`src/ehsp_pkg.sv`:
```
// constants and helpers for the host serial port of the panel controller
// assumes every pin of the host link is sampled by sys_clk, 50 MHz
//
// Contract
// - traffic counts only while host select is low; otherwise ignored
// - command/data flag high means parameter, low means command opcode
// - busy output low while waveform, otp programming or sensor access runs
// - strap low selects four-wire; strap high selects nine-bit three-wire
// - data sampled on serial clock rising edge, msb first, byte units
// - surplus parameter bytes beyond a command's defined count are discarded
// - three-wire unit is nine bits: flag first, then eight payload bits
// - serial bit counter cleared on every rising edge of host select
// - three-wire read: msb driven after first falling clock when flag high
// - four-wire: flag from command/data line, units eight clocks long
// - four-wire read: msb driven after select falls when flag line high
// - three-wire dual: flag first on primary line, units five clocks
// - four-wire dual: flag from line, byte over four clocks, two lines
// - dual modes never drive either data line
// - device held in reset while reset input low
package ehsp_pkg;

    typedef enum logic [1:0] {
        EHSP_MD_4W,
        EHSP_MD_3W,
        EHSP_MD_4W_DUAL,
        EHSP_MD_3W_DUAL
    } ehsp_mode_t;

    typedef enum logic [1:0] {
        EHSP_RD_IDLE,
        EHSP_RD_ARMED,
        EHSP_RD_SHIFT
    } ehsp_rd_state_t;

    // clocks per transfer unit
    localparam logic [3:0] EHSP_UNIT_3W      = 4'h9;
    localparam logic [3:0] EHSP_UNIT_4W      = 4'h8;
    localparam logic [3:0] EHSP_UNIT_3W_DUAL = 4'h5;
    localparam logic [3:0] EHSP_UNIT_4W_DUAL = 4'h4;

    localparam logic [7:0] EHSP_OP_DUAL      = 8'h15;
    localparam int         EHSP_DUAL_EN_BIT  = 4;
    localparam logic [7:0] EHSP_PARAM_ANY    = 8'hFF;
    localparam logic       EHSP_DUAL_RST     = 1'b0;

    localparam int         EHSP_FIFO_W       = 9;
    localparam int         EHSP_FIFO_DEPTH   = 16;
    localparam int         EHSP_SYNC_W       = 6;

    // defined parameter count per opcode; unknown and streams take any count
    function automatic logic [7:0] ehsp_param_count(input logic [7:0] op);
        case (op)
            8'h00: ehsp_param_count = 8'h01;
            8'h01: ehsp_param_count = 8'h05;
            8'h02: ehsp_param_count = 8'h00;
            8'h03: ehsp_param_count = 8'h01;
            8'h04: ehsp_param_count = 8'h00;
            8'h06: ehsp_param_count = 8'h04;
            8'h07: ehsp_param_count = 8'h01;
            8'h11: ehsp_param_count = 8'h00;
            8'h12: ehsp_param_count = 8'h00;
            8'h15: ehsp_param_count = 8'h01;
            8'h17: ehsp_param_count = 8'h01;
            8'h20: ehsp_param_count = 8'h3C;
            8'h21: ehsp_param_count = 8'h2A;
            8'h50: ehsp_param_count = 8'h01;
            8'h60: ehsp_param_count = 8'h01;
            8'h61: ehsp_param_count = 8'h04;
            8'h65: ehsp_param_count = 8'h04;
            8'h82: ehsp_param_count = 8'h01;
            8'h90: ehsp_param_count = 8'h09;
            default: ehsp_param_count = EHSP_PARAM_ANY;
        endcase
    endfunction : ehsp_param_count

endpackage : ehsp_pkg

```
`src/ehsp_fifo.sv`:
```
// receive fifo between the serial front end and the command core
// assumes both sides run on sys_clk; output word held in a register
`timescale 1ns/1ps
module ehsp_fifo #(
    parameter int WIDTH = 9,
    parameter int DEPTH = 16
) (
    // clock and reset
    input  wire logic             sys_clk,
    input  wire logic             arst_n,
    // filling side
    input  wire logic             s_valid,
    output logic                  s_ready,
    input  wire logic [WIDTH-1:0] s_data,
    // draining side
    output logic                  m_valid,
    input  wire logic             m_ready,
    output logic      [WIDTH-1:0] m_data
);
    localparam int AW = $clog2(DEPTH);

    logic [WIDTH-1:0] mem [DEPTH];
    logic [AW-1:0]    wr_ptr_q;
    logic [AW-1:0]    rd_ptr_q;
    logic [AW:0]      cnt_q;
    logic [AW:0]      cnt_d;
    logic             out_valid_q;
    logic [WIDTH-1:0] out_data_q;
    wire              push    = s_valid & s_ready;
    wire              take    = out_valid_q & m_ready;
    wire              refill  = (~out_valid_q | take) & (cnt_q != '0);

    assign s_ready = (cnt_q != (AW+1)'(DEPTH));
    assign m_valid = out_valid_q;
    assign m_data  = out_data_q;
    assign cnt_d   = cnt_q + (AW+1)'(push) - (AW+1)'(refill);

    always_ff @(posedge sys_clk) begin
        if (push)
            mem[wr_ptr_q] <= s_data;
    end

    always_ff @(posedge sys_clk or negedge arst_n) begin
        if (!arst_n) begin
            wr_ptr_q    <= '0;
            rd_ptr_q    <= '0;
            cnt_q       <= '0;
            out_valid_q <= 1'b0;
            out_data_q  <= '0;
        end else begin
            cnt_q <= cnt_d;
            if (push)
                wr_ptr_q <= wr_ptr_q + 1'b1;
            if (refill) begin
                out_data_q  <= mem[rd_ptr_q];
                rd_ptr_q    <= rd_ptr_q + 1'b1;
                out_valid_q <= 1'b1;
            end else if (take) begin
                out_valid_q <= 1'b0;
            end
        end
    end
endmodule : ehsp_fifo

```
`src/ehsp_serial_port.sv`:
```
// host serial port: receives command and parameter units, returns read data
// assumes the host link pins are asynchronous to sys_clk and that the
// serial clock runs well below a quarter of sys_clk
`timescale 1ns/1ps
module ehsp_serial_port (
    // clock and reset
    input  wire logic                           sys_clk,
    input  wire logic                           arst_n,
    // host link pins
    input  wire logic                           host_select_n,
    input  wire logic                           host_sclk,
    input  wire logic                           cmd_data_line,
    input  wire logic                           iface_strap,
    input  wire logic                           sda_in,
    output logic                                sda_out,
    output logic                                sda_oe_n,
    input  wire logic                           second_data_line,
    output logic                                busy_n,
    // internal activity sources
    input  wire logic                           wave_active,
    input  wire logic                           otp_active,
    input  wire logic                           temp_active,
    // read data from the command core
    input  wire logic                           rd_enable,
    input  wire logic [7:0]                     rd_data,
    output logic                                rd_take,
    // received units: bit 8 set for a parameter
    output logic                                rx_valid,
    input  wire logic                           rx_ready,
    output logic [ehsp_pkg::EHSP_FIFO_W-1:0]    rx_data,
    output logic                                rx_overrun,
    output logic                                dual_mode
);
    import ehsp_pkg::*;

    ////////////////////////////////////////////////////////////////////////
    // pin synchronisers
    logic [EHSP_SYNC_W-1:0] meta_q;
    logic [EHSP_SYNC_W-1:0] sync_q;
    logic                   sclk_prev_q;
    logic                   sel_prev_q;

    always_ff @(posedge sys_clk or negedge arst_n) begin
        if (!arst_n) begin
            // select idles high, serial clock idles low: no false edge
            meta_q      <= 6'h1;
            sync_q      <= 6'h1;
            sclk_prev_q <= 1'b0;
            sel_prev_q  <= 1'b1;
        end else begin
            meta_q      <= {second_data_line, sda_in, iface_strap, cmd_data_line,
                            host_sclk, host_select_n};
            sync_q      <= meta_q;
            sclk_prev_q <= sync_q[1];
            sel_prev_q  <= sync_q[0];
        end
    end

    wire sel_n_s   = sync_q[0];
    wire sclk_s    = sync_q[1];
    wire cd_s      = sync_q[2];
    wire strap_s   = sync_q[3];
    wire sda_s     = sync_q[4];
    wire second_data_line_s    = sync_q[5];
    wire active    = ~sel_n_s;
    wire sclk_rise = active & sclk_s & ~sclk_prev_q;
    wire sclk_fall = active & ~sclk_s & sclk_prev_q;
    wire sel_rise  = sel_n_s & ~sel_prev_q;
    wire sel_fall  = ~sel_n_s & sel_prev_q;

    ////////////////////////////////////////////////////////////////////////
    // mode and unit length
    logic       dual_q;
    ehsp_mode_t mode;
    logic [3:0] unit_len;
    wire        three_wire = strap_s;

    assign mode = three_wire ? (dual_q ? EHSP_MD_3W_DUAL : EHSP_MD_3W)
                             : (dual_q ? EHSP_MD_4W_DUAL : EHSP_MD_4W);

    always_comb begin
        case (mode)
            EHSP_MD_3W:      unit_len = EHSP_UNIT_3W;
            EHSP_MD_4W:      unit_len = EHSP_UNIT_4W;
            EHSP_MD_3W_DUAL: unit_len = EHSP_UNIT_3W_DUAL;
            EHSP_MD_4W_DUAL: unit_len = EHSP_UNIT_4W_DUAL;
            default:         unit_len = EHSP_UNIT_4W;
        endcase
    end

    ////////////////////////////////////////////////////////////////////////
    // receive shifter
    logic [3:0] bit_cnt_q;
    logic [7:0] shift_q;
    logic       flag_q;
    logic       read_unit_q;

    // three-wire units carry the flag in their first clock
    wire        first_clk  = (bit_cnt_q == 4'h0);
    wire        flag_clk   = three_wire & first_clk;
    wire [7:0]  shift_d    = dual_q ? {shift_q[5:0], sda_s, second_data_line_s}
                                    : {shift_q[6:0], sda_s};
    wire        unit_done  = sclk_rise & (bit_cnt_q == unit_len - 4'h1);
    wire        unit_flag  = three_wire ? flag_q : cd_s;
    wire [7:0]  unit_byte  = shift_d;

    always_ff @(posedge sys_clk or negedge arst_n) begin
        if (!arst_n) begin
            bit_cnt_q <= 4'h0;
            shift_q   <= 8'h00;
            flag_q    <= 1'b0;
        end else if (sel_n_s) begin
            bit_cnt_q <= 4'h0;
        end else if (sclk_rise) begin
            bit_cnt_q <= unit_done ? 4'h0 : bit_cnt_q + 4'h1;
            if (flag_clk)
                flag_q <= sda_s;
            else
                shift_q <= shift_d;
        end
    end

    ////////////////////////////////////////////////////////////////////////
    // command tracking and parameter limit
    logic [7:0] opcode_q;
    logic [7:0] limit_q;
    logic [7:0] param_cnt_q;
    wire        is_param   = unit_flag;
    wire        under_lim  = (limit_q == EHSP_PARAM_ANY) | (param_cnt_q < limit_q);
    wire        keep_unit  = unit_done & ~read_unit_q & (~is_param | under_lim);
    wire        dual_cfg   = keep_unit & is_param & (opcode_q == EHSP_OP_DUAL);
    logic       fifo_ready;

    always_ff @(posedge sys_clk or negedge arst_n) begin
        if (!arst_n) begin
            opcode_q    <= 8'h00;
            limit_q     <= EHSP_PARAM_ANY;
            param_cnt_q <= 8'h00;
            dual_q      <= EHSP_DUAL_RST;
        end else if (keep_unit) begin
            if (!is_param) begin
                opcode_q    <= unit_byte;
                limit_q     <= ehsp_param_count(unit_byte);
                param_cnt_q <= 8'h00;
            end else begin
                param_cnt_q <= param_cnt_q + 8'h01;
            end
            if (dual_cfg)
                dual_q <= unit_byte[EHSP_DUAL_EN_BIT];
        end
    end

    // a full fifo drops the unit; busy warns the host beforehand
    logic overrun_q;
    always_ff @(posedge sys_clk or negedge arst_n) begin
        if (!arst_n)
            overrun_q <= 1'b0;
        else if (keep_unit & ~fifo_ready)
            overrun_q <= 1'b1;
    end

    ehsp_fifo #(
        .WIDTH (EHSP_FIFO_W),
        .DEPTH (EHSP_FIFO_DEPTH)
    ) u_rx_fifo (
        .sys_clk (sys_clk),
        .arst_n  (arst_n),
        .s_valid (keep_unit),
        .s_ready (fifo_ready),
        .s_data  ({is_param, unit_byte}),
        .m_valid (rx_valid),
        .m_ready (rx_ready),
        .m_data  (rx_data)
    );

    ////////////////////////////////////////////////////////////////////////
    // read return on the primary data line
    ehsp_rd_state_t rd_state_q;
    logic [7:0]     rd_shift_q;
    logic           sda_out_q;
    logic           sda_oe_n_q;
    logic           rd_take_q;

    // dual modes never answer reads
    wire rd_allowed = rd_enable & ~dual_q;
    wire start_4w   = sel_fall & ~three_wire & cd_s & rd_allowed;
    wire arm_3w     = sclk_rise & flag_clk & sda_s & rd_allowed;

    always_ff @(posedge sys_clk or negedge arst_n) begin
        if (!arst_n) begin
            rd_state_q  <= EHSP_RD_IDLE;
            rd_shift_q  <= 8'h00;
            sda_out_q   <= 1'b0;
            sda_oe_n_q  <= 1'b1;
            rd_take_q   <= 1'b0;
            read_unit_q <= 1'b0;
        end else begin
            rd_take_q <= 1'b0;
            if (sel_n_s) begin
                rd_state_q  <= EHSP_RD_IDLE;
                sda_oe_n_q  <= 1'b1;
                read_unit_q <= 1'b0;
            end else begin
                case (rd_state_q)
                    EHSP_RD_IDLE: begin
                        if (start_4w) begin
                            rd_state_q  <= EHSP_RD_SHIFT;
                            sda_out_q   <= rd_data[7];
                            rd_shift_q  <= {rd_data[6:0], 1'b0};
                            sda_oe_n_q  <= 1'b0;
                            rd_take_q   <= 1'b1;
                            read_unit_q <= 1'b1;
                        end else if (arm_3w) begin
                            rd_state_q  <= EHSP_RD_ARMED;
                            read_unit_q <= 1'b1;
                        end
                    end
                    EHSP_RD_ARMED: begin
                        if (sclk_fall) begin
                            rd_state_q <= EHSP_RD_SHIFT;
                            sda_out_q  <= rd_data[7];
                            rd_shift_q <= {rd_data[6:0], 1'b0};
                            sda_oe_n_q <= 1'b0;
                            rd_take_q  <= 1'b1;
                        end
                    end
                    EHSP_RD_SHIFT: begin
                        // unit end without select rise: next byte reads afresh only in three-wire
                        if (unit_done) begin
                            rd_state_q <= EHSP_RD_IDLE;
                        end else if (sclk_fall) begin
                            sda_out_q  <= rd_shift_q[7];
                            rd_shift_q <= {rd_shift_q[6:0], 1'b0};
                        end
                    end
                    default: rd_state_q <= EHSP_RD_IDLE;
                endcase
            end
        end
    end

    ////////////////////////////////////////////////////////////////////////
    // busy output, also lowered while the fifo is full
    logic busy_n_q;
    wire  fifo_busy = ~fifo_ready;
    always_ff @(posedge sys_clk or negedge arst_n) begin
        if (!arst_n)
            busy_n_q <= 1'b1;
        else
            busy_n_q <= ~(wave_active | otp_active | temp_active | fifo_busy);
    end

    logic dual_out_q;
    logic overrun_out_q;
    always_ff @(posedge sys_clk or negedge arst_n) begin
        if (!arst_n) begin
            dual_out_q    <= 1'b0;
            overrun_out_q <= 1'b0;
        end else begin
            dual_out_q    <= dual_q;
            overrun_out_q <= overrun_q;
        end
    end

    assign sda_out    = sda_out_q;
    assign sda_oe_n   = sda_oe_n_q;
    assign rd_take    = rd_take_q;
    assign busy_n     = busy_n_q;
    assign dual_mode  = dual_out_q;
    assign rx_overrun = overrun_out_q;
endmodule : ehsp_serial_port

```
`config.mk`:
```
export PLATFORM = sky130hd
export DESIGN_NAME = ehsp_serial_port
export DESIGN_NICKNAME = d
export VERILOG_FILES = /design/src/ehsp_pkg.sv /design/src/ehsp_fifo.sv /design/src/ehsp_serial_port.sv
export SDC_FILE = /design/constraint.sdc
export NUM_CORES = 1
export LEC_CHECK = 0
export BUFFER_PORTS_ARGS = -buffer_cell sky130_fd_sc_hd__buf_2
export CORE_MARGIN = 4
export CORE_UTILIZATION = 45
export CTS_CLUSTER_SIZE = 12
export DETAILED_ROUTE_END_ITERATION = 16
export PLACE_DENSITY = 0.72
export SLEW_MARGIN = 20
export SYNTH_ARGS = -nofsm -noshare
export SYNTH_HDL_FRONTEND = slang
export SYNTH_SLANG_ARGS = --single-unit
```
`constraint.sdc`:
```
create_clock -name sys_clk -period 6.69 [get_ports sys_clk]
set_input_delay 0.669 -clock sys_clk [delete_from_list [all_inputs] [get_ports sys_clk]]
set_output_delay 0.669 -clock sys_clk [all_outputs]
set_load 0.005 [all_outputs]
```
After elaboration in Yosys (flattened, before gate mapping)
Memories as Yosys holds them, arrays and structs flattened. A register that Yosys moved wholly into a read port is not among the register bits.
Cells that the tools add are included.
- memories: 1
- bits in registers: 83
- input bits: 21
- memory bits (writable): 144
- logic and storage cells: 174
- memory list (name ; depth ; bits a word ; read ports ; clocked after memory_dff ; write ports ; line ; text):
    u_rx_fifo.mem ; 16 ; 9 ; 1 ; 1 ; 1 ; ehsp_fifo.sv:22 ; logic [WIDTH-1:0] mem [DEPTH];
- add/subtract/negate cells: 7
- $lt $le $gt $ge: 1
- mux-type cells: 43
- eq/ne operators: 35
- reduce and logical (&&, ||, !) cells: 23
- bitwise gates (word level): 39
- operators by type and width (operator ; number):
    $pmux W8 S7 ; 1
    $mux W8 ; 6
    $eq A8 B5 Y1 const B ; 5
    $eq A8 B7 Y1 const B ; 4
    $eq A8 B3 Y1 const B ; 3
    $eq A8 B8 Y1 const B ; 3
    $pmux W8 S3 ; 1
    $and A1 B1 Y1 ; 22
    $mux W1 ; 19
    $eq A8 B2 Y1 const B ; 2
    $eq A8 B6 Y1 const B ; 2
    $mux W2 ; 8
    $pmux W4 S4 ; 1
    $add A4 B1 Y4 const B ; 3
    $mux W4 ; 3
    $reduce_and A3 Y1 ; 4
    $not A1 Y1 ; 11
    $ne A3 B3 Y1 const B ; 3
    $reduce_bool A3 Y1 ; 3
    $add A8 B1 Y8 const B ; 1
    $eq A8 B1 Y1 const B ; 1
    $logic_not A8 Y1 ; 1
    $lt A8 B8 Y1 ; 1
    $ne A2 B2 Y1 const B ; 4
    other kinds (22) ; 36

Logic depth before layout (Yosys ltp)
- word-level depth: 12
- mapped depth: 19

Modules after synthesis
A second synthesis with hierarchy kept.
- cell total of the unflattened synthesis: 719
- area total of the unflattened synthesis: 10359.9 um^2
- modules (own cells, without submodules) (module ; cells an instance ; area each (um^2) ; times used ; seq. area each (um^2)):
    ehsp_fifo ; 336 ; 6618.8 ; 1 ; 4899.7
    ehsp_serial_port ; 383 ; 3741.1 ; 1 ; 1691.6

Least setup slack after synthesis
OpenSTA, ideal clock, no wires.
- path type: reg2reg
- start point: register dual_q
- end point: memory u_rx_fifo.mem[10][0] (enable)
- stages on the path, launching flop included: 12
- library setup time: 399 ps
- required time: 6291 ps
- path slack: 3341 ps
- path buffers: 5
- arrival: 2950 ps
- clock period less this slack: 3349 ps
- path through: dfrtp_1 > buf_2 > buf_4 > inv_1 > ha_1 > xnor2_1 > and4_1 > buf_4 > o2111ai_2 > buf_6 > buf_2 > nor4_1
- cells in the longest elaborated chain, start to end: 12
- ends and longest elaborated chain (what ; line ; text):
    from (decl) ; ehsp_serial_port.sv:73 ; logic dual_q;
    from (signal assigned) ; ehsp_serial_port.sv:149 ; dual_q <= unit_byte[EHSP_DUAL_EN_BIT];
    $mux W2 (on tied branches) ; ehsp_serial_port.sv:79, ehsp_serial_port.sv:78 ;
    $mux W2 * ; ehsp_serial_port.sv:78 ; assign mode = three_wire ? (dual_q ? EHSP_MD_3W_DUAL : EHSP_MD_3W)
    $eq A2 B2 Y1, or another cell as far along ; ehsp_serial_port.sv:82 ; case (mode)
    $pmux W4 S4 * ; ehsp_serial_port.sv:82 ;
    $sub A4 B1 Y4 * ; ehsp_serial_port.sv:103 ; wire unit_done = sclk_rise & (bit_cnt_q == unit_len - 4'h1);
    $eq A4 B4 Y1 * ; ehsp_serial_port.sv:103 ;
    $and A1 B1 Y1 * ; ehsp_serial_port.sv:103 ;
    $and A1 B1 Y1 * (2 in a row) ; ehsp_serial_port.sv:130 ; wire keep_unit = unit_done & ~read_unit_q & (~is_param | under_lim);
    $and A1 B1 Y1 * ; ehsp_fifo.sv:29 ; wire push = s_valid & s_ready;
    $mux W1 * ; ehsp_fifo.sv:39 ; if (push)
    $mux W1 (not written as such) * ; ehsp_fifo.sv:40 ; mem[wr_ptr_q] <= s_data;
    to (decl) ; ehsp_fifo.sv:22 ;
Mark *: on every way between the ends. The rest lies on a longest branch, timed or not. The select of a mux whose other input is x is not followed.

Worst setup path after layout
- start point: register dual_q
- end point: register u_rx_fifo.cnt_q[4]
- cells in the longest elaborated chain, start to end: 12
- ends and longest elaborated chain (what ; line ; text):
    $mux W2 (on tied branches) ; ehsp_serial_port.sv:79, ehsp_serial_port.sv:78 ;
    $mux W2 * ; ehsp_serial_port.sv:78 ;
    $eq A2 B2 Y1, or another cell as far along ; ehsp_serial_port.sv:82 ;
    $pmux W4 S4 * ; ehsp_serial_port.sv:82 ;
    $sub A4 B1 Y4 * ; ehsp_serial_port.sv:103 ;
    $eq A4 B4 Y1 * ; ehsp_serial_port.sv:103 ;
    $and A1 B1 Y1 * ; ehsp_serial_port.sv:103 ;
    $and A1 B1 Y1 * (2 in a row) ; ehsp_serial_port.sv:130 ;
    $and A1 B1 Y1 * ; ehsp_fifo.sv:29 ;
    $add A5 B1 Y5 * ; ehsp_fifo.sv:36 ; assign cnt_d = cnt_q + (AW+1)'(push) - (AW+1)'(refill);
    $sub A5 B1 Y5 * ; ehsp_fifo.sv:36 ;
    via u_rx_fifo.cnt_d[4] ; ehsp_fifo.sv:26 ; logic [AW:0] cnt_d;
    to (signal assigned) ; ehsp_fifo.sv:51 ; cnt_q <= cnt_d;
    to (decl) ; ehsp_fifo.sv:25 ; logic [AW:0] cnt_q;
The timed path passes the listed nets; every way through them passes the cells marked *. The select of a mux whose other input is x is not followed.
A chain may end at the register's enable or synchronous reset.

==> flow_summary.ini <==
[status]
run_status = finished, final reports clean

[global_routing]
grt_remaining_overflow = 0
via_count_of_the_first_global_routing_pass = 5831
globalRouteTotalUtil_pct = 15.6
antenna_violations_before_repair = 0
largest_net_degree_at_the_start_of_global_routing = 48
grt_first_pass_wirelength_um = 32300

[drt]
via_per_inst = 5.61
post-route-drc-count = 0
route.vias.total = 5872
detail-route-antenna-nets = 0
detailedRoute.firstIterationViolations = 457
post_drt_wl_per_cell_um = 18.8
drtPass1Iterations = 4
detail_route.wirelength_um = 19700

[clock_network]
number_of_setup_buffers_added_after_cts = 0
number_of_buffers_added_by_the_clock_tree_synthesis_step = 25
cts_repair_resize_count = 0
tritoncts = done
cts.root.buffer_cell = clkbuf_16
clock_latency_late_sink_ps = 520
clk_path_buf_depth = 3
clock_tree.htree_level_count = 1
cts_hold_buf = 0
clock_transition_at_the_register_clock_pins_on_the_worst_setup_and_hold_paths_after_cts_ps = 60
clock_sinks = 234

[synthesis]
synth_cells = 711
synthFlopType = edfxtp_1
ys_seq_area_share_pct = 63.4
yosysTopAreaCell = edfxtp_1
postSynthNetCount = 760
syn-mean-instance-area_um2 = 14.6
synth_cell_types = 67
post_synth_and_or_nand_nor_area_fraction_pct = 9.56
ys_seq_elements = 234
parity_gate_share_of_the_synthesized_area_counting_xor_and_xnor_cells_pct = 1.52
synth-warning-count = 0
synth-async-reset-ratio_pct = 38.5
synthMuxAreaShare_pct = 12.9
synth_compound_area_share_pct = 5.65
synth_enable_flop_cells = 144
synth_top_area_share_pct = 41.6
synth-adder-area-share_pct = 3.44
netlist_area_pre_place_um2 = 10400
largest_family_of_logic_cells_by_synthesized_area = multiplexers
synth_area_leaders = edfxtp_1 (42%), dfrtp_1 (19%), mux4_2 (9.7%)

[cells_and_area]
fillers = 1890
layout-area-overhead-vs-synth_pct = 12.3
final_common_cell = edfxtp_1
drive_gt1_share_pct = 21.4
layout.nets = 792
mostFrequentLayoutCells = edfxtp_1 (144), dfrtp_1 (77), nor2_1 (46), mux4_2 (45), inv_1 (39)
antenna-diode-count = 0
finalCoreUtilization_pct = 51.4

[critical_path]
worst-endpoint-required_ps = 7090
rr_startpoint = dual_q$_DFFE_PN0P_
setup.worst_path.end_class = flip-flop
timing_worst_setup_path_type = flip-flop to flip-flop
ff2ff_setup_slack_ps = 2660
critical_path.startpoint = dual_q$_DFFE_PN0P_
critical_path.endpoint = u_rx_fifo.cnt_q[4]$_DFF_PN0_
critPathLaunchType = flip-flop
endpoint_of_the_lowest_slack_register_to_register_path = u_rx_fifo.cnt_q[4]$_DFF_PN0_
worst_r2r_path_depth = 17
critPathArrivalTime_ps = 4430
critical_path.max_fanout = 39

[timing]
report.final.slew_viol_count = 0
timing.fmax_mhz = 248
fin_crit_sh_pct = 60.2
finalCriticalPeriod_ps = 4030
final_hold_slack_ps = 179
post-route-worst-setup-slack_ps = 2660
fin_worst_skew_ps = 14.1
fin_setup_tns_ps = 0
finalSetupViolations = 0
slew_headroom_pct = 33.6
worst_margin_pin_slew_ps = 988
final_hold_viol_count = 0
setup_repair_after_global_routing_missed_its_margin = false

[worst_hold_path]
hold_class = input port to asynchronous set/reset pin

[die]
io_pins = 37
chipHeight_um = 160
row_count = 55
chipWidth_um = 160
floorplan.initialDensity_pct = 45.8
dieArea_um2 = 25600
core_area_um2 = 22700

[power_and_ir_drop]
worst_vdd_drop_mv = 0.195
static-leakage-power_uw = 0.00430
p_per_area_nw_per_um2 = 375

[flow_run]
cap_violations = 0

[placement]
buffer_ports.inserted = 36
dp_slack_ps = 2410
dp.final_hpwl_um = 12300
gp_routability_congestion = 0.840
[per-layer routing]
metal	up-vias	track usage [%]	share of wire, %
met4	0	2.78	1.2
met3	18	2.27	4.8
met2	149	25.6	49
li1	2746	-	-
met1	2959	22.6	45
met5	-	0	0
[synth_stat cells, types with 3 or more instances]
library cell and count:
edfxtp_1 144, dfrtp_1 78, nor2_1 46, mux4_2 45, inv_1 39, a21oi_1 36
nand2_1 34, ha_1 27, o21ai_0 24, clkbuf_1 15, mux2_2 14, mux2i_1 14
nand3_1 13, and3_1 12, buf_2 12, dfstp_2 12, nor3_1 11, xnor2_1 11
a31oi_1 10, nand2b_1 10, xor2_1 7, nor2b_1 6, nor3b_1 6, nor4_1 6
buf_6 5, nor4b_1 5, and4b_1 4, buf_1 4, nor4bb_1 4, o31ai_1 4
or3_1 4, a211o_1 3, a21o_1 3, buf_4 3, or4_1 3
[registers in the layout, summed over array words and instances, names as in the netlist, 4 cells and up]
register,cells
rd_shift_q,7
u_rx_fifo.m_data,9
shift_q,7
param_cnt_q,8
limit_q,7
meta_q,6
sync_q,6
opcode_q,8
bit_cnt_q,4
u_rx_fifo.wr_ptr_q,4
u_rx_fifo.cnt_q,5
u_rx_fifo.rd_ptr_q,4
u_rx_fifo.mem,144
[cell type report]
type,count,area [µm²],area share [%]
timing repair buffer,44,243,2.08
multi-input combinational,398,3530,30.2
tap,285,357,3.06
clock buffer,39,708,6.07
inverter,40,153,1.31
clock inverter,7,90.1,0.772
sequential,234,6590,56.5
[kinds of logic (layout without fill, tap and decap cells)]
group,after synthesis,after routing
adder cells (fa/ha/maj),28,28
flip-flops,234,234
AND/OR/NAND/NOR,181,181
multiplexers,75,75
buffers and inverters,79,130
XOR/XNOR,18,18
AO/OA/AOI/OAI,96,96
[worst min path at each step]
stage	from	end	cells past startpoint	slack [ps]
final	arst_n	sync_q[1]$_DFF_PN0_	1	180
after global placement	meta_q[5]$_DFF_PN0_	sync_q[5]$_DFF_PN0_	0	330
after detailed placement	meta_q[5]$_DFF_PN0_	sync_q[5]$_DFF_PN0_	0	330
after floorplan	meta_q[1]$_DFF_PN0_	sync_q[1]$_DFF_PN0_	0	330
after global routing	arst_n	bit_cnt_q[1]$_DFFE_PN0P_	1	230
after CTS	arst_n	meta_q[4]$_DFF_PN0_	1	200
[power by group]
group	switching, µW	leakage (µW)	internal, µW
registers	169	0.00238	1770
clock network	540	0.000387	804
logic	548	0.00154	550
total	1260	0.00430	3120
[stage by stage]
stage          instances  area [µm²]  power (µW)
3_3_place_gp        1001       10800        3040
3_5_place_dp        1001       10900        3080
6_report            1047       11700        4380
2_1_floorplan        711       10400        2790
5_1_grt             1047       11700        4640
4_1_cts             1047       11700        4430
[critical path: stages (launching register included)]
cell and delay [ps]:
dfrtp_1 320, buf_4 340, inv_1 200, ha_1 230, nor2_1 130, mux2i_1 190, and4_1 350, o2111ai_2 150
buf_4 240, nor2_1 630, ha_1 300, inv_1 60, fa_1 390, inv_1 70, a21oi_1 60, nor2_1 80
nor2_1 50, xnor2_1 110
Note: power is estimated with default switching activity, not from simulation.
